$ cat src/tmr_pkg.sv
// Shared constants and types for the timer block
package tmr_pkg;
   localparam int ADDR_W = 8;
   localparam int DATA_W = 32;

   // Register byte offsets
   localparam logic [7:0] OFF_OPTION = 8'h00;
   localparam logic [7:0] OFF_T1_COUNT = 8'h04;
   localparam logic [7:0] OFF_WD_CLEAR = 8'h08;
   localparam logic [7:0] OFF_T2_CTRL = 8'h10;
   localparam logic [7:0] OFF_T2_LOW = 8'h14;
   localparam logic [7:0] OFF_T2_HIGH = 8'h18;
   localparam logic [7:0] OFF_STATUS = 8'h1c;

   // Option configuration: owner bit over the ratio field
   typedef struct packed {
      logic owner_wd;
      logic [2:0] ratio;
   } tmr_option_t;

   // Second timer control, bits 5:0
   typedef struct packed {
      logic [1:0] prescale_sel;
      logic osc_enable;
      logic sync_bypass;
      logic clock_source;
      logic run;
   } tmr_ctrl_t;

   // Sticky event flags
   typedef struct packed {
      logic wd_timeout;
      logic t1_overflow;
      logic t2_overflow;
   } tmr_status_t;

   localparam tmr_option_t OPTION_RESET = 4'hf;
   localparam tmr_ctrl_t CTRL_RESET = 6'h00;
   localparam logic [7:0] BYTE_ZERO = 8'h00;
   localparam logic [15:0] T2_ALL_ONES = 16'hffff;
   localparam logic [7:0] T1_ALL_ONES = 8'hff;
   localparam logic [7:0] WD_ALL_ONES = 8'hff;
   localparam int WD_CLEAR_BIT = 0;

   // Instruction clock is the core clock divided by four
   localparam logic [1:0] INSTR_LAST = 2'h3;

   localparam logic [1:0] RESP_OKAY = 2'h0;
   localparam logic [1:0] RESP_SLVERR = 2'h2;
endpackage

$ cat src/tmr_timer_block.sv
// Shared prescaler, first timer, watchdog and 16-bit second timer
`timescale 1ns/10ps
module tmr_timer_block #(
   parameter int WD_BASE_CYCLES = 1024
) (
   input wire logic clk_in,
   input wire logic rst_in,
   input wire logic s_axi_awvalid_in,
   input wire logic [7:0] s_axi_awaddr_in,
   output logic s_axi_awready_out,
   input wire logic s_axi_wvalid_in,
   input wire logic [31:0] s_axi_wdata_in,
   input wire logic [3:0] s_axi_wstrb_in,
   output logic s_axi_wready_out,
   output logic s_axi_bvalid_out,
   output logic [1:0] s_axi_bresp_out,
   input wire logic s_axi_bready_in,
   input wire logic s_axi_arvalid_in,
   input wire logic [7:0] s_axi_araddr_in,
   output logic s_axi_arready_out,
   output logic s_axi_rvalid_out,
   output logic [31:0] s_axi_rdata_out,
   output logic [1:0] s_axi_rresp_out,
   input wire logic s_axi_rready_in,
   input wire logic second_timer_ext_clock_pin_in,
   input wire logic special_trigger_in,
   output logic osc_enable_out,
   output logic watchdog_timeout_out
);
   logic [7:0] aw_addr_q;
   logic [7:0] w_data_q;
   logic w_lane0_q;
   logic wr_fire;
   logic wr_ok;
   logic wr_option;
   logic wr_t1;
   logic wr_wd;
   logic wr_ctrl;
   logic wr_t2lo;
   logic wr_t2hi;
   logic wr_status;
   logic rd_ok;
   logic [7:0] rd_byte;

   tmr_pkg::tmr_option_t option_q;
   tmr_pkg::tmr_ctrl_t ctrl_q;
   tmr_pkg::tmr_status_t status_q;
   logic [7:0] first_timer_count_q;
   logic [15:0] second_timer_q;
   logic [1:0] instr_div_q;
   logic instr_tick;

   logic [31:0] wd_base_q;
   logic wd_base_tick;
   logic [7:0] watchdog_counter_q;
   logic wd_overflow;
   logic wd_clear;

   logic pre_tick_in;
   logic pre_clear;
   logic [3:0] pre_shift;
   logic pre_tick_out;
   logic t1_tick;
   logic wd_expire;

   logic ext_meta_q;
   logic ext_sync_q;
   logic ext_prev_q;
   logic ext_rise;
   logic ext_pend_q;
   logic t2_src_tick;
   logic [2:0] t2_pre_q;
   logic [2:0] t2_pre_last;
   logic t2_inc;

   // Write address and data are taken in either order
   always_ff @(posedge clk_in or posedge rst_in) begin
      if (rst_in) begin
         s_axi_awready_out <= 1'b1;
         aw_addr_q <= tmr_pkg::BYTE_ZERO;
      end else if (s_axi_awvalid_in && s_axi_awready_out) begin
         s_axi_awready_out <= 1'b0;
         aw_addr_q <= s_axi_awaddr_in;
      end else if (s_axi_bvalid_out && s_axi_bready_in) begin
         s_axi_awready_out <= 1'b1;
      end
   end

   always_ff @(posedge clk_in or posedge rst_in) begin
      if (rst_in) begin
         s_axi_wready_out <= 1'b1;
         w_data_q <= tmr_pkg::BYTE_ZERO;
         w_lane0_q <= 1'b0;
      end else if (s_axi_wvalid_in && s_axi_wready_out) begin
         s_axi_wready_out <= 1'b0;
         w_data_q <= s_axi_wdata_in[7:0];
         w_lane0_q <= s_axi_wstrb_in[0];
      end else if (s_axi_bvalid_out && s_axi_bready_in) begin
         s_axi_wready_out <= 1'b1;
      end
   end

   // Write decode; only byte lane 0 carries register data
   always_comb begin
      wr_fire = ~s_axi_awready_out & ~s_axi_wready_out & ~s_axi_bvalid_out;
      wr_ok = 1'b1;
      wr_option = 1'b0;
      wr_t1 = 1'b0;
      wr_wd = 1'b0;
      wr_ctrl = 1'b0;
      wr_t2lo = 1'b0;
      wr_t2hi = 1'b0;
      wr_status = 1'b0;
      unique case (aw_addr_q)
         tmr_pkg::OFF_OPTION: wr_option = wr_fire & w_lane0_q;
         tmr_pkg::OFF_T1_COUNT: wr_t1 = wr_fire & w_lane0_q;
         tmr_pkg::OFF_WD_CLEAR: wr_wd = wr_fire & w_lane0_q;
         tmr_pkg::OFF_T2_CTRL: wr_ctrl = wr_fire & w_lane0_q;
         tmr_pkg::OFF_T2_LOW: wr_t2lo = wr_fire & w_lane0_q;
         tmr_pkg::OFF_T2_HIGH: wr_t2hi = wr_fire & w_lane0_q;
         tmr_pkg::OFF_STATUS: wr_status = wr_fire & w_lane0_q;
         default: wr_ok = 1'b0;
      endcase
   end

   always_ff @(posedge clk_in or posedge rst_in) begin
      if (rst_in) begin
         s_axi_bvalid_out <= 1'b0;
         s_axi_bresp_out <= tmr_pkg::RESP_OKAY;
      end else if (wr_fire) begin
         s_axi_bvalid_out <= 1'b1;
         s_axi_bresp_out <= wr_ok ? tmr_pkg::RESP_OKAY : tmr_pkg::RESP_SLVERR;
      end else if (s_axi_bvalid_out && s_axi_bready_in) begin
         s_axi_bvalid_out <= 1'b0;
      end
   end

   // Read decode; prescaler count has no address
   always_comb begin
      rd_ok = 1'b1;
      rd_byte = tmr_pkg::BYTE_ZERO;
      unique case (s_axi_araddr_in)
         tmr_pkg::OFF_OPTION: rd_byte = {4'h0, option_q};
         tmr_pkg::OFF_T1_COUNT: rd_byte = first_timer_count_q;
         tmr_pkg::OFF_WD_CLEAR: rd_byte = tmr_pkg::BYTE_ZERO;
         tmr_pkg::OFF_T2_CTRL: rd_byte = {2'h0, ctrl_q};
         tmr_pkg::OFF_T2_LOW: rd_byte = second_timer_q[7:0];
         tmr_pkg::OFF_T2_HIGH: rd_byte = second_timer_q[15:8];
         tmr_pkg::OFF_STATUS: rd_byte = {5'h00, status_q};
         default: rd_ok = 1'b0;
      endcase
   end

   always_ff @(posedge clk_in or posedge rst_in) begin
      if (rst_in) begin
         s_axi_arready_out <= 1'b1;
         s_axi_rvalid_out <= 1'b0;
         s_axi_rdata_out <= 32'h0000_0000;
         s_axi_rresp_out <= tmr_pkg::RESP_OKAY;
      end else if (s_axi_arvalid_in && s_axi_arready_out) begin
         s_axi_arready_out <= 1'b0;
         s_axi_rvalid_out <= 1'b1;
         s_axi_rdata_out <= {24'h000000, rd_byte};
         s_axi_rresp_out <= rd_ok ? tmr_pkg::RESP_OKAY : tmr_pkg::RESP_SLVERR;
      end else if (s_axi_rvalid_out && s_axi_rready_in) begin
         s_axi_arready_out <= 1'b1;
         s_axi_rvalid_out <= 1'b0;
      end
   end

   // Configuration registers
   always_ff @(posedge clk_in or posedge rst_in) begin
      if (rst_in) begin
         option_q <= tmr_pkg::OPTION_RESET;
      end else if (wr_option) begin
         option_q <= w_data_q[3:0];
      end
   end

   always_ff @(posedge clk_in or posedge rst_in) begin
      if (rst_in) begin
         ctrl_q <= tmr_pkg::CTRL_RESET;
      end else if (wr_ctrl) begin
         ctrl_q <= w_data_q[5:0];
      end
   end

   always_ff @(posedge clk_in or posedge rst_in) begin
      if (rst_in) begin
         osc_enable_out <= 1'b0;
      end else begin
         osc_enable_out <= ctrl_q.osc_enable;
      end
   end

   // Instruction clock tick, one core cycle in four
   always_ff @(posedge clk_in or posedge rst_in) begin
      if (rst_in) begin
         instr_div_q <= 2'h0;
      end else begin
         instr_div_q <= instr_div_q + 2'h1;
      end
   end
   assign instr_tick = (instr_div_q == tmr_pkg::INSTR_LAST);

   // Watchdog base time and 8-bit watchdog counter
   assign wd_clear = wr_wd & w_data_q[tmr_pkg::WD_CLEAR_BIT];
   assign wd_base_tick = (wd_base_q == 32'(WD_BASE_CYCLES - 1));

   always_ff @(posedge clk_in or posedge rst_in) begin
      if (rst_in) begin
         wd_base_q <= 32'h0000_0000;
      end else if (wd_clear || wd_base_tick) begin
         wd_base_q <= 32'h0000_0000;
      end else begin
         wd_base_q <= wd_base_q + 32'h0000_0001;
      end
   end

   assign wd_overflow = wd_base_tick &
      (watchdog_counter_q == tmr_pkg::WD_ALL_ONES) & ~wd_clear;

   always_ff @(posedge clk_in or posedge rst_in) begin
      if (rst_in) begin
         watchdog_counter_q <= tmr_pkg::BYTE_ZERO;
      end else if (wd_clear) begin
         watchdog_counter_q <= tmr_pkg::BYTE_ZERO;
      end else if (wd_base_tick) begin
         watchdog_counter_q <= watchdog_counter_q + 8'h01;
      end
   end

   // Prescaler routing by owner
   always_comb begin
      if (option_q.owner_wd) begin
         pre_tick_in = wd_overflow;
         pre_clear = wd_clear;
         pre_shift = {1'b0, option_q.ratio};
      end else begin
         pre_tick_in = instr_tick;
         pre_clear = wr_t1;
         pre_shift = 4'({1'b0, option_q.ratio} + 4'h1);
      end
   end

   tmr_shared_prescaler u_prescaler (
      .clk_in(clk_in),
      .rst_in(rst_in),
      .tick_in(pre_tick_in),
      .clear_in(pre_clear),
      .shift_in(pre_shift),
      .tick_out(pre_tick_out)
   );

   assign t1_tick = option_q.owner_wd ? instr_tick : pre_tick_out;
   assign wd_expire = option_q.owner_wd ? pre_tick_out : wd_overflow;

   always_ff @(posedge clk_in or posedge rst_in) begin
      if (rst_in) begin
         watchdog_timeout_out <= 1'b0;
      end else begin
         watchdog_timeout_out <= wd_expire;
      end
   end

   // First timer count
   always_ff @(posedge clk_in or posedge rst_in) begin
      if (rst_in) begin
         first_timer_count_q <= tmr_pkg::BYTE_ZERO;
      end else if (wr_t1) begin
         first_timer_count_q <= w_data_q;
      end else if (t1_tick) begin
         first_timer_count_q <= first_timer_count_q + 8'h01;
      end
   end

   // External pin synchroniser and rise detect
   always_ff @(posedge clk_in or posedge rst_in) begin
      if (rst_in) begin
         ext_meta_q <= 1'b0;
         ext_sync_q <= 1'b0;
         ext_prev_q <= 1'b0;
      end else begin
         ext_meta_q <= second_timer_ext_clock_pin_in;
         ext_sync_q <= ext_meta_q;
         ext_prev_q <= ext_sync_q;
      end
   end
   assign ext_rise = ext_sync_q & ~ext_prev_q;

   // Synchronised mode holds a rise until the next instruction tick
   always_ff @(posedge clk_in or posedge rst_in) begin
      if (rst_in) begin
         ext_pend_q <= 1'b0;
      end else if (instr_tick) begin
         ext_pend_q <= 1'b0;
      end else if (ext_rise) begin
         ext_pend_q <= 1'b1;
      end
   end

   always_comb begin
      if (!ctrl_q.clock_source) begin
         t2_src_tick = instr_tick;
      end else if (ctrl_q.sync_bypass) begin
         t2_src_tick = ext_rise;
      end else begin
         t2_src_tick = instr_tick & (ext_pend_q | ext_rise);
      end
   end

   // Second timer input prescale 1, 2, 4 or 8
   assign t2_pre_last = 3'(4'(4'h1 << ctrl_q.prescale_sel) - 4'h1);
   assign t2_inc = ctrl_q.run & t2_src_tick &
      (t2_pre_q >= t2_pre_last);

   always_ff @(posedge clk_in or posedge rst_in) begin
      if (rst_in) begin
         t2_pre_q <= 3'h0;
      end else if (ctrl_q.run && t2_src_tick) begin
         if (t2_pre_q >= t2_pre_last) begin
            t2_pre_q <= 3'h0;
         end else begin
            t2_pre_q <= t2_pre_q + 3'h1;
         end
      end
   end

   always_ff @(posedge clk_in or posedge rst_in) begin
      if (rst_in) begin
         second_timer_q <= 16'h0000;
      end else if (special_trigger_in) begin
         second_timer_q <= 16'h0000;
      end else if (wr_t2lo) begin
         second_timer_q[7:0] <= w_data_q;
      end else if (wr_t2hi) begin
         second_timer_q[15:8] <= w_data_q;
      end else if (t2_inc) begin
         second_timer_q <= second_timer_q + 16'h0001;
      end
   end

   // Sticky flags, write one to clear, a new event wins
   always_ff @(posedge clk_in or posedge rst_in) begin
      if (rst_in) begin
         status_q <= 3'h0;
      end else begin
         status_q.t2_overflow <= (status_q.t2_overflow &
            ~(wr_status & w_data_q[0])) |
            (t2_inc & ~special_trigger_in & ~wr_t2lo & ~wr_t2hi &
            (second_timer_q == tmr_pkg::T2_ALL_ONES));
         status_q.t1_overflow <= (status_q.t1_overflow &
            ~(wr_status & w_data_q[1])) |
            (t1_tick & ~wr_t1 &
            (first_timer_count_q == tmr_pkg::T1_ALL_ONES));
         status_q.wd_timeout <= (status_q.wd_timeout &
            ~(wr_status & w_data_q[2])) | wd_expire;
      end
   end
endmodule

$ cat src/tmr_shared_prescaler.sv
// Shared 8-bit prescaler with power-of-two ratio
`timescale 1ns/10ps
module tmr_shared_prescaler (
   input wire logic clk_in,
   input wire logic rst_in,
   input wire logic tick_in,
   input wire logic clear_in,
   input wire logic [3:0] shift_in,
   output logic tick_out
);
   logic [7:0] count_q;
   logic [8:0] span;
   logic [7:0] last;

   // Terminal count is two to the shift, minus one
   always_comb begin
      span = 9'h001 << shift_in;
      last = 8'(span - 9'h001);
   end

   always_ff @(posedge clk_in or posedge rst_in) begin
      if (rst_in) begin
         count_q <= 8'h00;
      end else if (clear_in) begin
         count_q <= 8'h00;
      end else if (tick_in) begin
         // A count left above a lowered ratio wraps at once
         if (count_q >= last) begin
            count_q <= 8'h00;
         end else begin
            count_q <= count_q + 8'h01;
         end
      end
   end

   always_ff @(posedge clk_in or posedge rst_in) begin
      if (rst_in) begin
         tick_out <= 1'b0;
      end else begin
         tick_out <= tick_in & ~clear_in & (count_q >= last);
      end
   end
endmodule

$ cat config.mk
export PLATFORM = sky130hd
export DESIGN_NAME = tmr_timer_block
export DESIGN_NICKNAME = d
export VERILOG_FILES = /design/src/tmr_pkg.sv /design/src/tmr_timer_block.sv /design/src/tmr_shared_prescaler.sv
export SDC_FILE = /design/constraint.sdc
export NUM_CORES = 1
export LEC_CHECK = 0
export CAP_MARGIN = 20
export CORE_MARGIN = 2
export CORE_UTILIZATION = 40
export DETAILED_ROUTE_END_ITERATION = 12
export DONT_BUFFER_PORTS = 1
export PLACE_DENSITY = 0.6
export SETUP_SLACK_MARGIN = 0.3
export SLEW_MARGIN = 20
export SYNTH_ARGS = -nofsm -noshare
export SYNTH_HDL_FRONTEND = slang
export SYNTH_SLANG_ARGS = --single-unit
$ cat constraint.sdc
create_clock -name clk_in -period 4.5 [get_ports clk_in]
set_input_delay 0.225 -clock clk_in [delete_from_list [all_inputs] [get_ports clk_in]]
set_output_delay 0.225 -clock clk_in [all_outputs]
set_load 0.01 [all_outputs]
Yosys cells after proc, flatten, opt, wreduce, memory -nomap -nowiden
Cells that the tools add are included.

Bits of input ports: 61. Register bits after elaboration: 131. Output and inout port bits: 43. Word-level logic and storage cells: 178.

Shift operators: 2. Add/sub/neg operators: 10. Order comparisons: 2. Reductions and logical operators: 23. Mux-type cells: 45. Eq/ne operators: 19. Bitwise gates (word level): 41.

Operator list (count): 8-bit 2-to-1 mux (11); 8-bit by 5-bit equality test with 1-bit output, second input constant (8); 8-bit one-hot mux with 6 select lines (1); 32-bit by 1-bit adder with 32-bit output, second input constant (1); 32-bit by 10-bit equality test with 1-bit output, second input constant (1); 16-bit 2-to-1 mux (2); 32-bit 2-to-1 mux (1); 1-bit 2-to-1 mux (26); 8-bit by 1-bit adder with 8-bit output, second input constant (3); 1-bit AND (24); 16-bit by 1-bit adder with 16-bit output, second input constant (1); 16-bit equality test, second input constant (1); 8-bit by 3-bit equality test with 1-bit output, second input constant (2); 8-bit by 4-bit equality test with 1-bit output, second input constant (2); 8-bit equality test, second input constant (2); 8-bit logical NOT (2); 2-bit nonzero test (8); 7-bit OR reduction (2); 1-bit NOT (13); 8-bit >= comparator (1); 1-bit by 4-bit << shifter with 8-bit output, first input constant (1); 8-bit by 1-bit subtractor with 8-bit output, second input constant (1); 1-bit logical AND (6); 3-bit nonzero test (2); 15 further kinds (20).

Logic depth before layout (Yosys ltp)
Gate-level depths: netlist of the first run.

Depth in word-level cells: 13. Gate-level depth with buffers: 18. Depth with buffers taken out: 17.

By module
A second synthesis of the first run with hierarchy kept.

Cell total of the unflattened synthesis: 727. Area total of the unflattened synthesis: 7023.0 sq um.

By module, submodules not included: tmr_timer_block (area an instance 6279.8 sq um, seq. area each 3011.6 sq um, times used 1, cells an instance 638); tmr_shared_prescaler (area an instance 743.2 sq um, seq. area each 225.2 sq um, times used 1, cells an instance 89).

Least setup slack after synthesis of the first run
No wires, ideal clock.

Path type: register to register. From: register option_q[3] (netlist bit). To: register u_prescaler.count_q[7]. Slack: 0.916 ns. Library setup time: 0.126 ns. Arrival: 3.458 ns. Stages on the path, launching flop included: 18. Clock period less this slack: 3.584 ns. Path through: dfstp_2 > clkbuf_1 > mux2_2 > nor2_1 > nand2_1 > ha_1 > nor3_1 > a21oi_1 > nor3_1 > a21oi_1 > ha_1 > nand2_1 > nor3_1 > a21oi_1 > o21a_1 > clkbuf_1 > and3_1 > a221o_2.

Cells in the longest elaborated chain, start to end: 7. Elaborated cells on any way between the ends: 10. Those cells by class: add/sub: 1; order compare: 1; shift: 1; mux: 6; reduce/logical: 1.

RTL lines: start: declaration (line tmr_timer_block.sv:45) `tmr_pkg::tmr_option_t option_q;`; start signal: assignment (line tmr_timer_block.sv:174) `option_q <= tmr_pkg::OPTION_RESET;`; start signal: assignment (line tmr_timer_block.sv:176) `option_q <= w_data_q[3:0];`; 4-bit 2-to-1 mux (line tmr_timer_block.sv:235) `if (option_q.owner_wd) begin`; 1-bit by 4-bit << shifter with 8-bit output (line tmr_shared_prescaler.sv:17) `span = 9'h001 << shift_in;`; 8-bit by 1-bit subtractor with 8-bit output (line tmr_shared_prescaler.sv:18) `last = 8'(span - 9'h001);`; 8-bit >= comparator (line tmr_shared_prescaler.sv:28) `if (count_q >= last) begin`; 8-bit 2-to-1 mux (line tmr_shared_prescaler.sv:28); 8-bit 2-to-1 mux (line tmr_shared_prescaler.sv:26) `end else if (tick_in) begin`; 8-bit 2-to-1 mux (line tmr_shared_prescaler.sv:24) `end else if (clear_in) begin`; end signal: assignment (line tmr_shared_prescaler.sv:31) `count_q <= count_q + 8'h01;`; end: declaration (line tmr_shared_prescaler.sv:11) `logic [7:0] count_q;`.

Parallel ways exist; a longest one is shown, timed or not. The select of a mux whose other input is x is not followed. A chain may end at the register's enable or synchronous reset.

Worst setup path after layout of the first run
From: register option_q[0] (netlist bit). To: register u_prescaler.count_q[7].

Cells in the longest elaborated chain, start to end: 8.

RTL lines: 3-bit by 1-bit adder with 4-bit output (line tmr_timer_block.sv:242) `pre_shift = 4'({1'b0, option_q.ratio} + 4'h1);`; 4-bit 2-to-1 mux (*) (line tmr_timer_block.sv:235); 1-bit by 4-bit << shifter with 8-bit output (*) (line tmr_shared_prescaler.sv:17); 8-bit by 1-bit subtractor with 8-bit output (*) (line tmr_shared_prescaler.sv:18); 8-bit >= comparator (*) (line tmr_shared_prescaler.sv:28); 8-bit 2-to-1 mux (*) (line tmr_shared_prescaler.sv:28); 8-bit 2-to-1 mux (*) (line tmr_shared_prescaler.sv:26); 8-bit 2-to-1 mux (*) (line tmr_shared_prescaler.sv:24).

Mark *: on every way between the ends. The rest lies on a longest branch, timed or not. The select of a mux whose other input is x is not followed.

==> impl_metrics.tcl, run 1 <==
set metrics [dict create \
    p_comb_frac 0.185 \
    drive_gt1_frac 0.118 \
    fin_crit_ns 3.74 \
    die_w_um 137 \
    dpl.hpwl_um 10600 \
    crit_arrival_ns 4.04 \
    p_switching_mw 1.14 \
    setup_ws_ns 0.760 \
    dp_slack_ns 0.817 \
    clkPwrFrac 0.381 \
    setup-tns-final_ns 0 \
    synth.most_common_cell "dfrtp_1" \
    cts_tree "built" \
    p_sw_frac 0.299 \
    crit_fanout 11 \
    routed_wl_um 15100 \
    die_y_um 137 \
    async_flop_share 1.00 \
    worst_setup_path_end_kind "register" \
    status "finished clean" \
    path_clk_slew_ns 0.06 \
    hold_path_class "primary input to register" \
    drtIter0Drc 320 \
    ys_top_cells_by_area "dfrtp_1 43%, nor2_1 5.0%, mux2_2 4.8%" \
    grt.overflow.total 0 \
    hold_viol_final 0 \
    max_freq_mhz 267 \
    wl_per_cell_um 15.3 \
    synthCells 724 \
    rsz0062_at_grt "no" \
    grt_pass1_vias 5271 \
    ys_warn_count 0 \
    core_area_um2 17200 \
    slew_violations 0 \
    ios 104 \
    crit_required_ns 4.80 \
    skew_ns 0.00981 \
    antenna_cells 0 \
    first_pass_iters 5 \
    finalNetCount 830 \
    initial_core_util 0.409 \
    vias 5344 \
    numCtsBuffers 17 \
    antenna_found_initial 0 \
    cts.sink_count 129 \
    crit_type "register to register" \
    synth_top_area_share 0.433 \
    final_antenna_net_count 0 \
    p_int_mw 2.67 \
    cts_root_buffer "clkbuf_16" \
    p_leak_nw 3.58 \
    synth_ff_type "dfrtp_1" \
    ys_types 57 \
    worst_slew_pin_slew_ns 0.884 \
    synth-edff-count 0 \
    area_growth_pct 14.5 \
    peakVddDrop_mv 0.324 \
    finalCritPeriodShare 0.831 \
    vias_per_cell 5.42 \
    synth_top_cell_by_area "dfrtp_1" \
    startpoint_type "register" \
    clock_latency_ns 0.42 \
    fp-row-count 48 \
    htreeDepth 4 \
    grt_pass1_wl_um 26000 \
    synth-seq-cells 129 \
    yosysSeqAreaShare 0.459 \
    setup_viol 0 \
    syn_avg_cell_area_um2 9.73 \
    cts.path.max_buffers 2 \
    syn_area_um2 7050 \
    power_density_nw_per_um2 473 \
    slew-limit-headroom 0.411 \
    grtUsageTotal 0.178 \
    power_frac_seq 0.434 \
    die-area_um2 18700 \
    maxCapViolCount 0 \
    place_congestion 0.826 \
    postCtsSetupRepairBufs 0 \
    io_buffer_count 0 \
    drc 0 \
    grt_max_degree 49 \
    synth_commonest_cells "122 x dfrtp_1, 94 x nor2_1, 56 x nand2_1" \
]
-- registers in the layout (all words and copies together) (netlist names), 3 cells and up --
register and cells:
option_q 4, u_prescaler.count_q 8, second_timer_q 16, status_q 3, watchdog_counter_q 8, s_axi_rdata_out 8, wd_base_q 32, first_timer_count_q 8
ctrl_q 6, w_data_q 8, aw_addr_q 8, t2_pre_q 3
-- layer usage --
layer	wire, µm	up-vias	track usage
li1	-	2558	-
met1	7160	2631	0.244
met2	7080	135	0.278
met3	680	20	0.0415
met4	182	0	0.0573
met5	0	-	0
-- what timing repair did --
item / 4_1_cts / 5_1_grt
endpoints found under the hold margin: 67 / 0
hold buffers: 28 / 0
resized for setup: 0 / 1
endpoints found under the setup margin: 0 / 3
-- power groups by stage --
stage | clock, mW | combinational [mW] | sequential (mW)
floorplan | 0 | 0.615 | 1.54
global placement | 0 | 0.645 | 1.66
detailed placement | 0 | 0.664 | 1.67
CTS | 1.48 | 0.704 | 1.65
global route | 1.53 | 0.815 | 1.69
finish | 1.45 | 0.706 | 1.65
-- through the flow --
stage / total power [mW] / cell area [µm²] / hold slack, ns / util / instances
after floorplan: 2.16 / 7140 / 0.256 / - / 749
after global placement: 2.30 / 7150 / 0.141 / 0.415 / 926
after detailed placement: 2.34 / 7150 / 0.162 / 0.415 / 926
after CTS: 3.84 / 8060 / 0.0354 / 0.467 / 985
after global routing: 4.04 / 8070 / 0.0717 / 0.468 / 986
final: 3.81 / 8070 / 0.0452 / 0.468 / 986
-- kinds of logic (layout without fill, tap and decap cells) --
| family | after synthesis | count (layout) | synth area share |
|---|---|---|---|
| adder cells (fa/ha/maj) | 20 | 20 | 0.0355 |
| buffers and inverters | 75 | 87 | 0.0557 |
| XOR/XNOR | 55 | 55 | 0.0683 |
| flip-flops | 129 | 129 | 0.459 |
| AND/OR/NAND/NOR | 286 | 286 | 0.209 |
| AO/OA/AOI/OAI | 110 | 110 | 0.0950 |
| other | 1 | 26 | 0.000532 |
| multiplexers | 48 | 48 | 0.0770 |
-- area by class of cell --
class / instances / area [µm²]
Clock buffer: 19 / 443
Multi-Input combinational cell: 545 / 3520
Clock inverter: 12 / 184
Sequential cell: 129 / 3240
Timing Repair Buffer: 33 / 315
Inverter: 23 / 88.8
Fill cell: 1598 / 9170
Tap cell: 225 / 282
-- layout by cell type (no fill, tap or decap), drive strengths merged, types with 28 or more instances in the layout --
cell / count
dfrtp: 122
nor2: 94
nand2: 56
o21ai: 36
a21oi: 32
nand3: 31
mux2: 30
xor2: 29
dlygate4sd3: 28
-- worst paths after layout --
| check | endpoint | start | depth (start not counted) | slack (ns) |
|---|---|---|---|---|
| max in group asynchronous | w_data_q[3] | rst_in | 3 | 3.20 |
| min in group asynchronous | aw_addr_q[6] | rst_in | 2 | 0.31 |
| worst max-delay path | u_prescaler.count_q[7] | option_q[0] | 16 | 0.76 |
| worst max register to register | u_prescaler.count_q[7] | option_q[0] | 16 | 0.76 |
| worst min-delay path | s_axi_rdata_out[4] | s_axi_araddr_in[3] | 3 | 0.05 |
| worst min register to register | ext_sync_q | ext_meta_q | 0 | 0.36 |
-- critical path, stage by stage, from the launching register on --
cell	delay (ns)
dfstp_2	0.57
ha_1	0.25
mux2_2	0.30
nor2_1	0.16
nand2_1	0.10
ha_1	0.28
nor3_2	0.26
a21oi_1	0.07
nor3_1	0.19
a21oi_1	0.07
ha_1	0.28
nand2_1	0.06
nor3_1	0.18
a21oi_1	0.11
o21a_1	0.23
and3_1	0.22
a221o_2	0.29
(Power assumes the default switching activity.)
==> inputs of run 2 (changes only) <==
==> constraint.sdc (replaced) <==
create_clock -name clk_in -period 3.8 [get_ports clk_in]
set_input_delay 0.19 -clock clk_in [delete_from_list [all_inputs] [get_ports clk_in]]
set_output_delay 0.19 -clock clk_in [all_outputs]
set_load 0.01 [all_outputs]
==> run 2 against run 1 <==
Net effect:
- register-to-register slack got worse by 0.38 ns
- total power up 22%
- final cell count increased by 1.1%
- largest power group unchanged
- utilization grew 0.94 points
- clock power up 15%
- die area unchanged
- global-route usage increased by 0.33 points
- clock skew fell by 0.00098 ns
- sequential power grew 19%
==> impl_metrics.tcl, run 2 (synthesis gave the netlist of run 1 again) <==
set metrics [dict create \
    min_to "s_axi_rdata_out[5]" \
    path_clk_slew_ns 0.06 \
    crit_arrival_ns 3.72 \
    crit_type "register to register" \
    power.total_mw 4.66 \
    worst_setup_path_end_kind "register" \
    clkPwrFrac 0.359 \
    drive_gt1_frac 0.142 \
    grt.overflow.total 0 \
    final_cell_mix "122 x dfrtp_1, 92 x nor2_1, 55 x nand2_1, 34 x o21ai_0, 31 x a21oi_1" \
    ff2ff_path_depth 17 \
    skew_ns 0.00882 \
    vias 5387 \
    power_frac_seq 0.420 \
    hold_slack_ns 0.0282 \
    rsz0062_at_grt "no" \
    largest-register "wd_base_q" \
    drc 0 \
    p_sw_frac 0.308 \
    clock_latency_ns 0.42 \
    drtIter0Drc 254 \
    maxCapViolCount 0 \
    dpl.hpwl_um 10800 \
    numCtsBuffers 17 \
    design_area_um2 8230 \
    crit_family "simple AND/OR/NAND/NOR gates" \
    die_y_um 137 \
    path_buf_inv 0 \
    reg2reg_to "u_prescaler.count_q[7]" \
    crit_chain "ha_1 -> nand2b_1 -> xnor2_2 -> nor2_2 -> nand2_2 -> ha_4 -> nor3_4 -> nand2_1 -> a21oi_1 -> a21oi_1 -> ha_1 -> nand2_1 -> nor3_2 -> a21oi_2 -> o21a_2 -> and3_1 -> a221o_2" \
    die_w_um 137 \
    die-area_um2 18700 \
    ios 104 \
    grt_pass1_vias 5296 \
    peakVddDrop_mv 0.402 \
    routed_wl_um 16000 \
    final_antenna_net_count 0 \
    cts.path.max_buffers 2 \
    top_regs "wd_base_q: 32 flops, second_timer_q: 16 flops" \
    cts_tree "built" \
    placed_area_um2 7190 \
    power_density_nw_per_um2 566 \
    setup_viol 0 \
    p_int_mw 3.23 \
    worst_slew_pin_slew_ns 0.770 \
    grt_pass1_wl_um 26600 \
    slew_violations 0 \
    cp_slowest_stage_delay_ns 0.57 \
    max_freq_mhz 292 \
    antenna_cells 0 \
    vias_per_cell 5.40 \
    layout_commonest_cell "dfrtp_1" \
    core_area_um2 17200 \
    antenna_found_initial 0 \
    final_cells 997 \
    grtUsageTotal 0.181 \
    dp_cells 928 \
    crit_required_ns 4.10 \
    whs_path_depth 3 \
    first_pass_iters 5 \
    hold_viol_final 0 \
    reg2reg_slack_ns 0.38 \
    status "finished clean" \
    finalCritPeriodShare 0.901 \
    grt_max_degree 82 \
    crit_path_top_delay_cell "dfstp_2" \
    place_congestion 0.864 \
    hold_path_class "primary input to register" \
    wl_per_cell_um 16.0 \
    largest_reg_flops 32 \
    p_comb_frac 0.221 \
    initial_core_util 0.409 \
    p_leak_nw 3.64 \
    hold_start "s_axi_araddr_in[3]" \
    p_switching_mw 1.43 \
    startpoint_type "register" \
    io_buffer_count 0 \
    fin_crit_ns 3.42 \
    cts_root_buffer "clkbuf_16" \
    fp-row-count 48 \
    r2r_start "option_q[0]" \
    cts.sink_count 129 \
    area_growth_pct 16.7 \
    finalNetCount 840 \
    slew-limit-headroom 0.486 \
    htreeDepth 4 \
    crit_fanout 6 \
    setup-tns-final_ns 0 \
]
[run 2: worst max path at each step]
stage                             endpoint  depth (start not counted)        start
floorplan           u_prescaler.count_q[7]                         17  option_q[3]
global placement    u_prescaler.count_q[7]                         16  option_q[0]
detailed placement  u_prescaler.count_q[7]                         16  option_q[0]
CTS                 u_prescaler.count_q[7]                         16  option_q[0]
global route        u_prescaler.count_q[7]                         17  option_q[0]
finish              u_prescaler.count_q[7]                         17  option_q[0]
[run 2: timing repair]
action	in CTS	in global routing
setup buffers	0	6
hold endpoints to repair	58	0
pin swaps	1	5
endpoints found under the setup margin	7	8
resized for setup	6	10
hold buffers	29	0
cloned	1	0
[run 2: through the flow]
stage	util	setup slack [ns]
2_1_floorplan	-	0.332
5_1_grt	0.477	0.184
6_report	0.477	0.377
3_5_place_dp	0.417	0.117
4_1_cts	0.471	0.316
3_3_place_gp	0.416	0.246
[run 2: power groups by stage]
stage	Sequential, mW	Combinational [mW]	Clock (mW)
6_report	1.96	1.03	1.67
5_1_grt	2.00	1.17	1.78
4_1_cts	1.95	0.896	1.71
3_5_place_dp	1.97	0.804	0
3_3_place_gp	1.96	0.770	0
2_1_floorplan	1.82	0.730	0
[run 2: tightest hold or removal path: cells and delay by family]
family / cells / cell delay, ns
AOI/OAI and AO/OA: 2 / 0.18
and+or+nand+nor: 1 / 0.03
[run 2: final cells by class]
| type | instances | area [µm²] |
|---|---|---|
| clock buffer | 19 | 453 |
| clock inverter | 13 | 161 |
| fill | 1558 | 9010 |
| inverter | 23 | 90.1 |
| multi-input combinational | 546 | 3590 |
| sequential | 129 | 3240 |
| tap | 225 | 282 |
| timing repair buffer | 42 | 413 |
[run 2: layer usage]
layer / global-route usage / share of wire / vias up
met5: 0 / 0 / -
met2: 0.291 / 0.49 / 140
li1: - / - / 2575
met1: 0.240 / 0.45 / 2652
met4: 0.0579 / 0.015 / 0
met3: 0.0441 / 0.044 / 20
==> inputs of run 3 (changes only) <==
==> constraint.sdc (replaced) <==
create_clock -name clk_in -period 3.2 [get_ports clk_in]
set_input_delay 0.16 -clock clk_in [delete_from_list [all_inputs] [get_ports clk_in]]
set_output_delay 0.16 -clock clk_in [all_outputs]
set_load 0.01 [all_outputs]
==> run 3 against run 2 <==
Net effect:
- clock skew shrank 0.00051 ns
- fmax grew 7.3%
- critical path depth decreased by 1
- routed wire length is 0.38% lower
- via count rose by 0.48%
- critical endpoint unchanged
- highest routed layer unchanged
==> impl_metrics.tcl, run 3 (synthesis gave the netlist of run 1 again) <==
set metrics [dict create \
    initial_core_util 0.409 \
    peakVddDrop_mv 0.453 \
    layout_commonest_cell "dfrtp_1" \
    worst_slew_pin_slew_ns 0.914 \
    slew-limit-headroom 0.389 \
    vias_per_cell 5.36 \
    grt_pass1_vias 5271 \
    startpoint_type "register" \
    die_w_um 137 \
    place_congestion 0.879 \
    dp_slack_ns -0.142 \
    crit_arrival_ns 3.50 \
    worst_setup_path_end_kind "register" \
    wl_per_cell_um 15.8 \
    fin_crit_ns 3.19 \
    final_antenna_net_count 0 \
    status "finished clean" \
    finalCritPeriodShare 0.997 \
    vias 5413 \
    io_buffer_count 0 \
    antenna_cells 0 \
    drtIter0Drc 303 \
    skew_ns 0.00832 \
    routed_wl_um 15900 \
    die-area_um2 18700 \
    crit_required_ns 3.51 \
    grt_max_degree 89 \
    ios 104 \
    antenna_found_initial 0 \
    grt.overflow.total 0 \
    cts.path.max_buffers 2 \
    drive_gt1_frac 0.159 \
    htreeDepth 4 \
    rsz0062_at_grt "yes" \
    max_freq_mhz 313 \
    crit_fanout 7 \
    grtUsageTotal 0.181 \
    largest_reg_flops 32 \
    crit_type "register to register" \
    first_pass_iters 5 \
    area_growth_pct 17.3 \
    cts.sink_count 129 \
    drc 0 \
    hold_path_class "primary input to register" \
    design_area_um2 8270 \
    grt_pass1_wl_um 26500 \
    power_density_nw_per_um2 649 \
    largest-register "wd_base_q" \
    p_leak_nw 3.66 \
    dpl.hpwl_um 11100 \
    setup_viol 0 \
    top_regs "wd_base_q: 32 flops, second_timer_q: 16 flops" \
    fp-row-count 48 \
    path_clk_slew_ns 0.06 \
    hold_viol_final 0 \
    core_area_um2 17200 \
    maxCapViolCount 0 \
    clock_latency_ns 0.43 \
    cts_root_buffer "clkbuf_16" \
    slew_violations 0 \
    placed_area_um2 7320 \
    setup_ws_ns 0.00922 \
    die_y_um 137 \
    final_cell_mix "122 x dfrtp_1, 92 x nor2_1, 53 x nand2_1, 31 x o21ai_0, 31 x dlygate4sd3_1" \
    cts_tree "built" \
    numCtsBuffers 17 \
    finalNetCount 852 \
]
-- run 3: cell count changes in the layout (fill, tap and decap cells not counted), sizes merged --
cell / change
buf: +11
bufinv: -3
clkbuf: -1
clkinv: +2
clkinvlp: -1
dlygate4sd3: +2
inv: +3
o21a: -1
-- run 3: report_power, final --
group          internal, mW  leakage, nW  total [mW]  switching, mW
Combinational         0.679         1.71        1.28          0.599
Clock                 0.998        0.257        1.77          0.768
Sequential             1.92         1.69        2.32          0.396
-- run 3: final timing paths --
check                                   start  slack (ns)                     end  cells after the start
max in group asynchronous              rst_in        1.83       s_axi_awready_out                      3
setup reg to reg                  option_q[0]       0.009  u_prescaler.count_q[7]                     16
hold / removal             s_axi_araddr_in[3]        0.01      s_axi_rdata_out[2]                      3
setup / recovery                  option_q[0]       0.009  u_prescaler.count_q[7]                     16
min in group asynchronous              rst_in        0.40    watchdog_timeout_out                      2
hold reg to reg                    ext_meta_q        0.36              ext_sync_q                      0
-- run 3: worst max-delay path, stage by stage, from the launching register on --
cell	delay [ns]
dfstp_2	0.55
ha_4	0.21
mux2_4	0.29
nor2_4	0.10
nand2_2	0.08
ha_4	0.17
nor3_4	0.14
a21oi_2	0.05
nor3_1	0.17
a21oi_1	0.07
ha_1	0.30
nand2_2	0.08
o21ai_1	0.19
a21oi_2	0.07
o21a_4	0.15
and3_4	0.16
a221o_2	0.28
-- run 3: cell type report --
type,count,area (µm²)
timing repair buffer,55,503
tap,225,282
clock inverter,14,111
sequential,129,3240
fill,1545,8970
inverter,23,90.1
clock buffer,18,429
multi-input combinational,545,3610
-- run 3: metrics by stage --
| stage | hold WS (ns) | std cells | power (mW) | setup TNS [ns] | util |
|---|---|---|---|---|---|
| floorplan | 0.191 | 749 | 3.09 | -0.0142 | - |
| global placement | 0.191 | 941 | 3.37 | -0.0484 | 0.425 |
| detailed placement | 0.191 | 941 | 3.43 | -0.369 | 0.425 |
| CTS | 0.000259 | 1008 | 5.34 | 0 | 0.477 |
| global route | 0.0472 | 1009 | 5.68 | -0.443 | 0.480 |
| finish | 0.0111 | 1009 | 5.36 | 0 | 0.480 |
-- run 3: what timing repair did --
| action | in CTS | in global routing |
|---|---|---|
| setup endpoints to repair | 8 | 10 |
| cloned | 0 | 0 |
| endpoints found under the hold margin | 77 | 0 |
| pin swaps | 6 | 7 |
| hold buffers | 31 | 0 |
| buffers inserted | 4 | 0 |
| gates resized for setup | 6 | 8 |
-- run 3: per-layer routing --
metal / vias to the layer above / track usage / wire [µm]
met5: - / 0 / 0
met4: 0 / 0.0700 / 250
met3: 22 / 0.0407 / 1040
met2: 161 / 0.274 / 7220
met1: 2625 / 0.253 / 7420
li1: 2605 / - / -
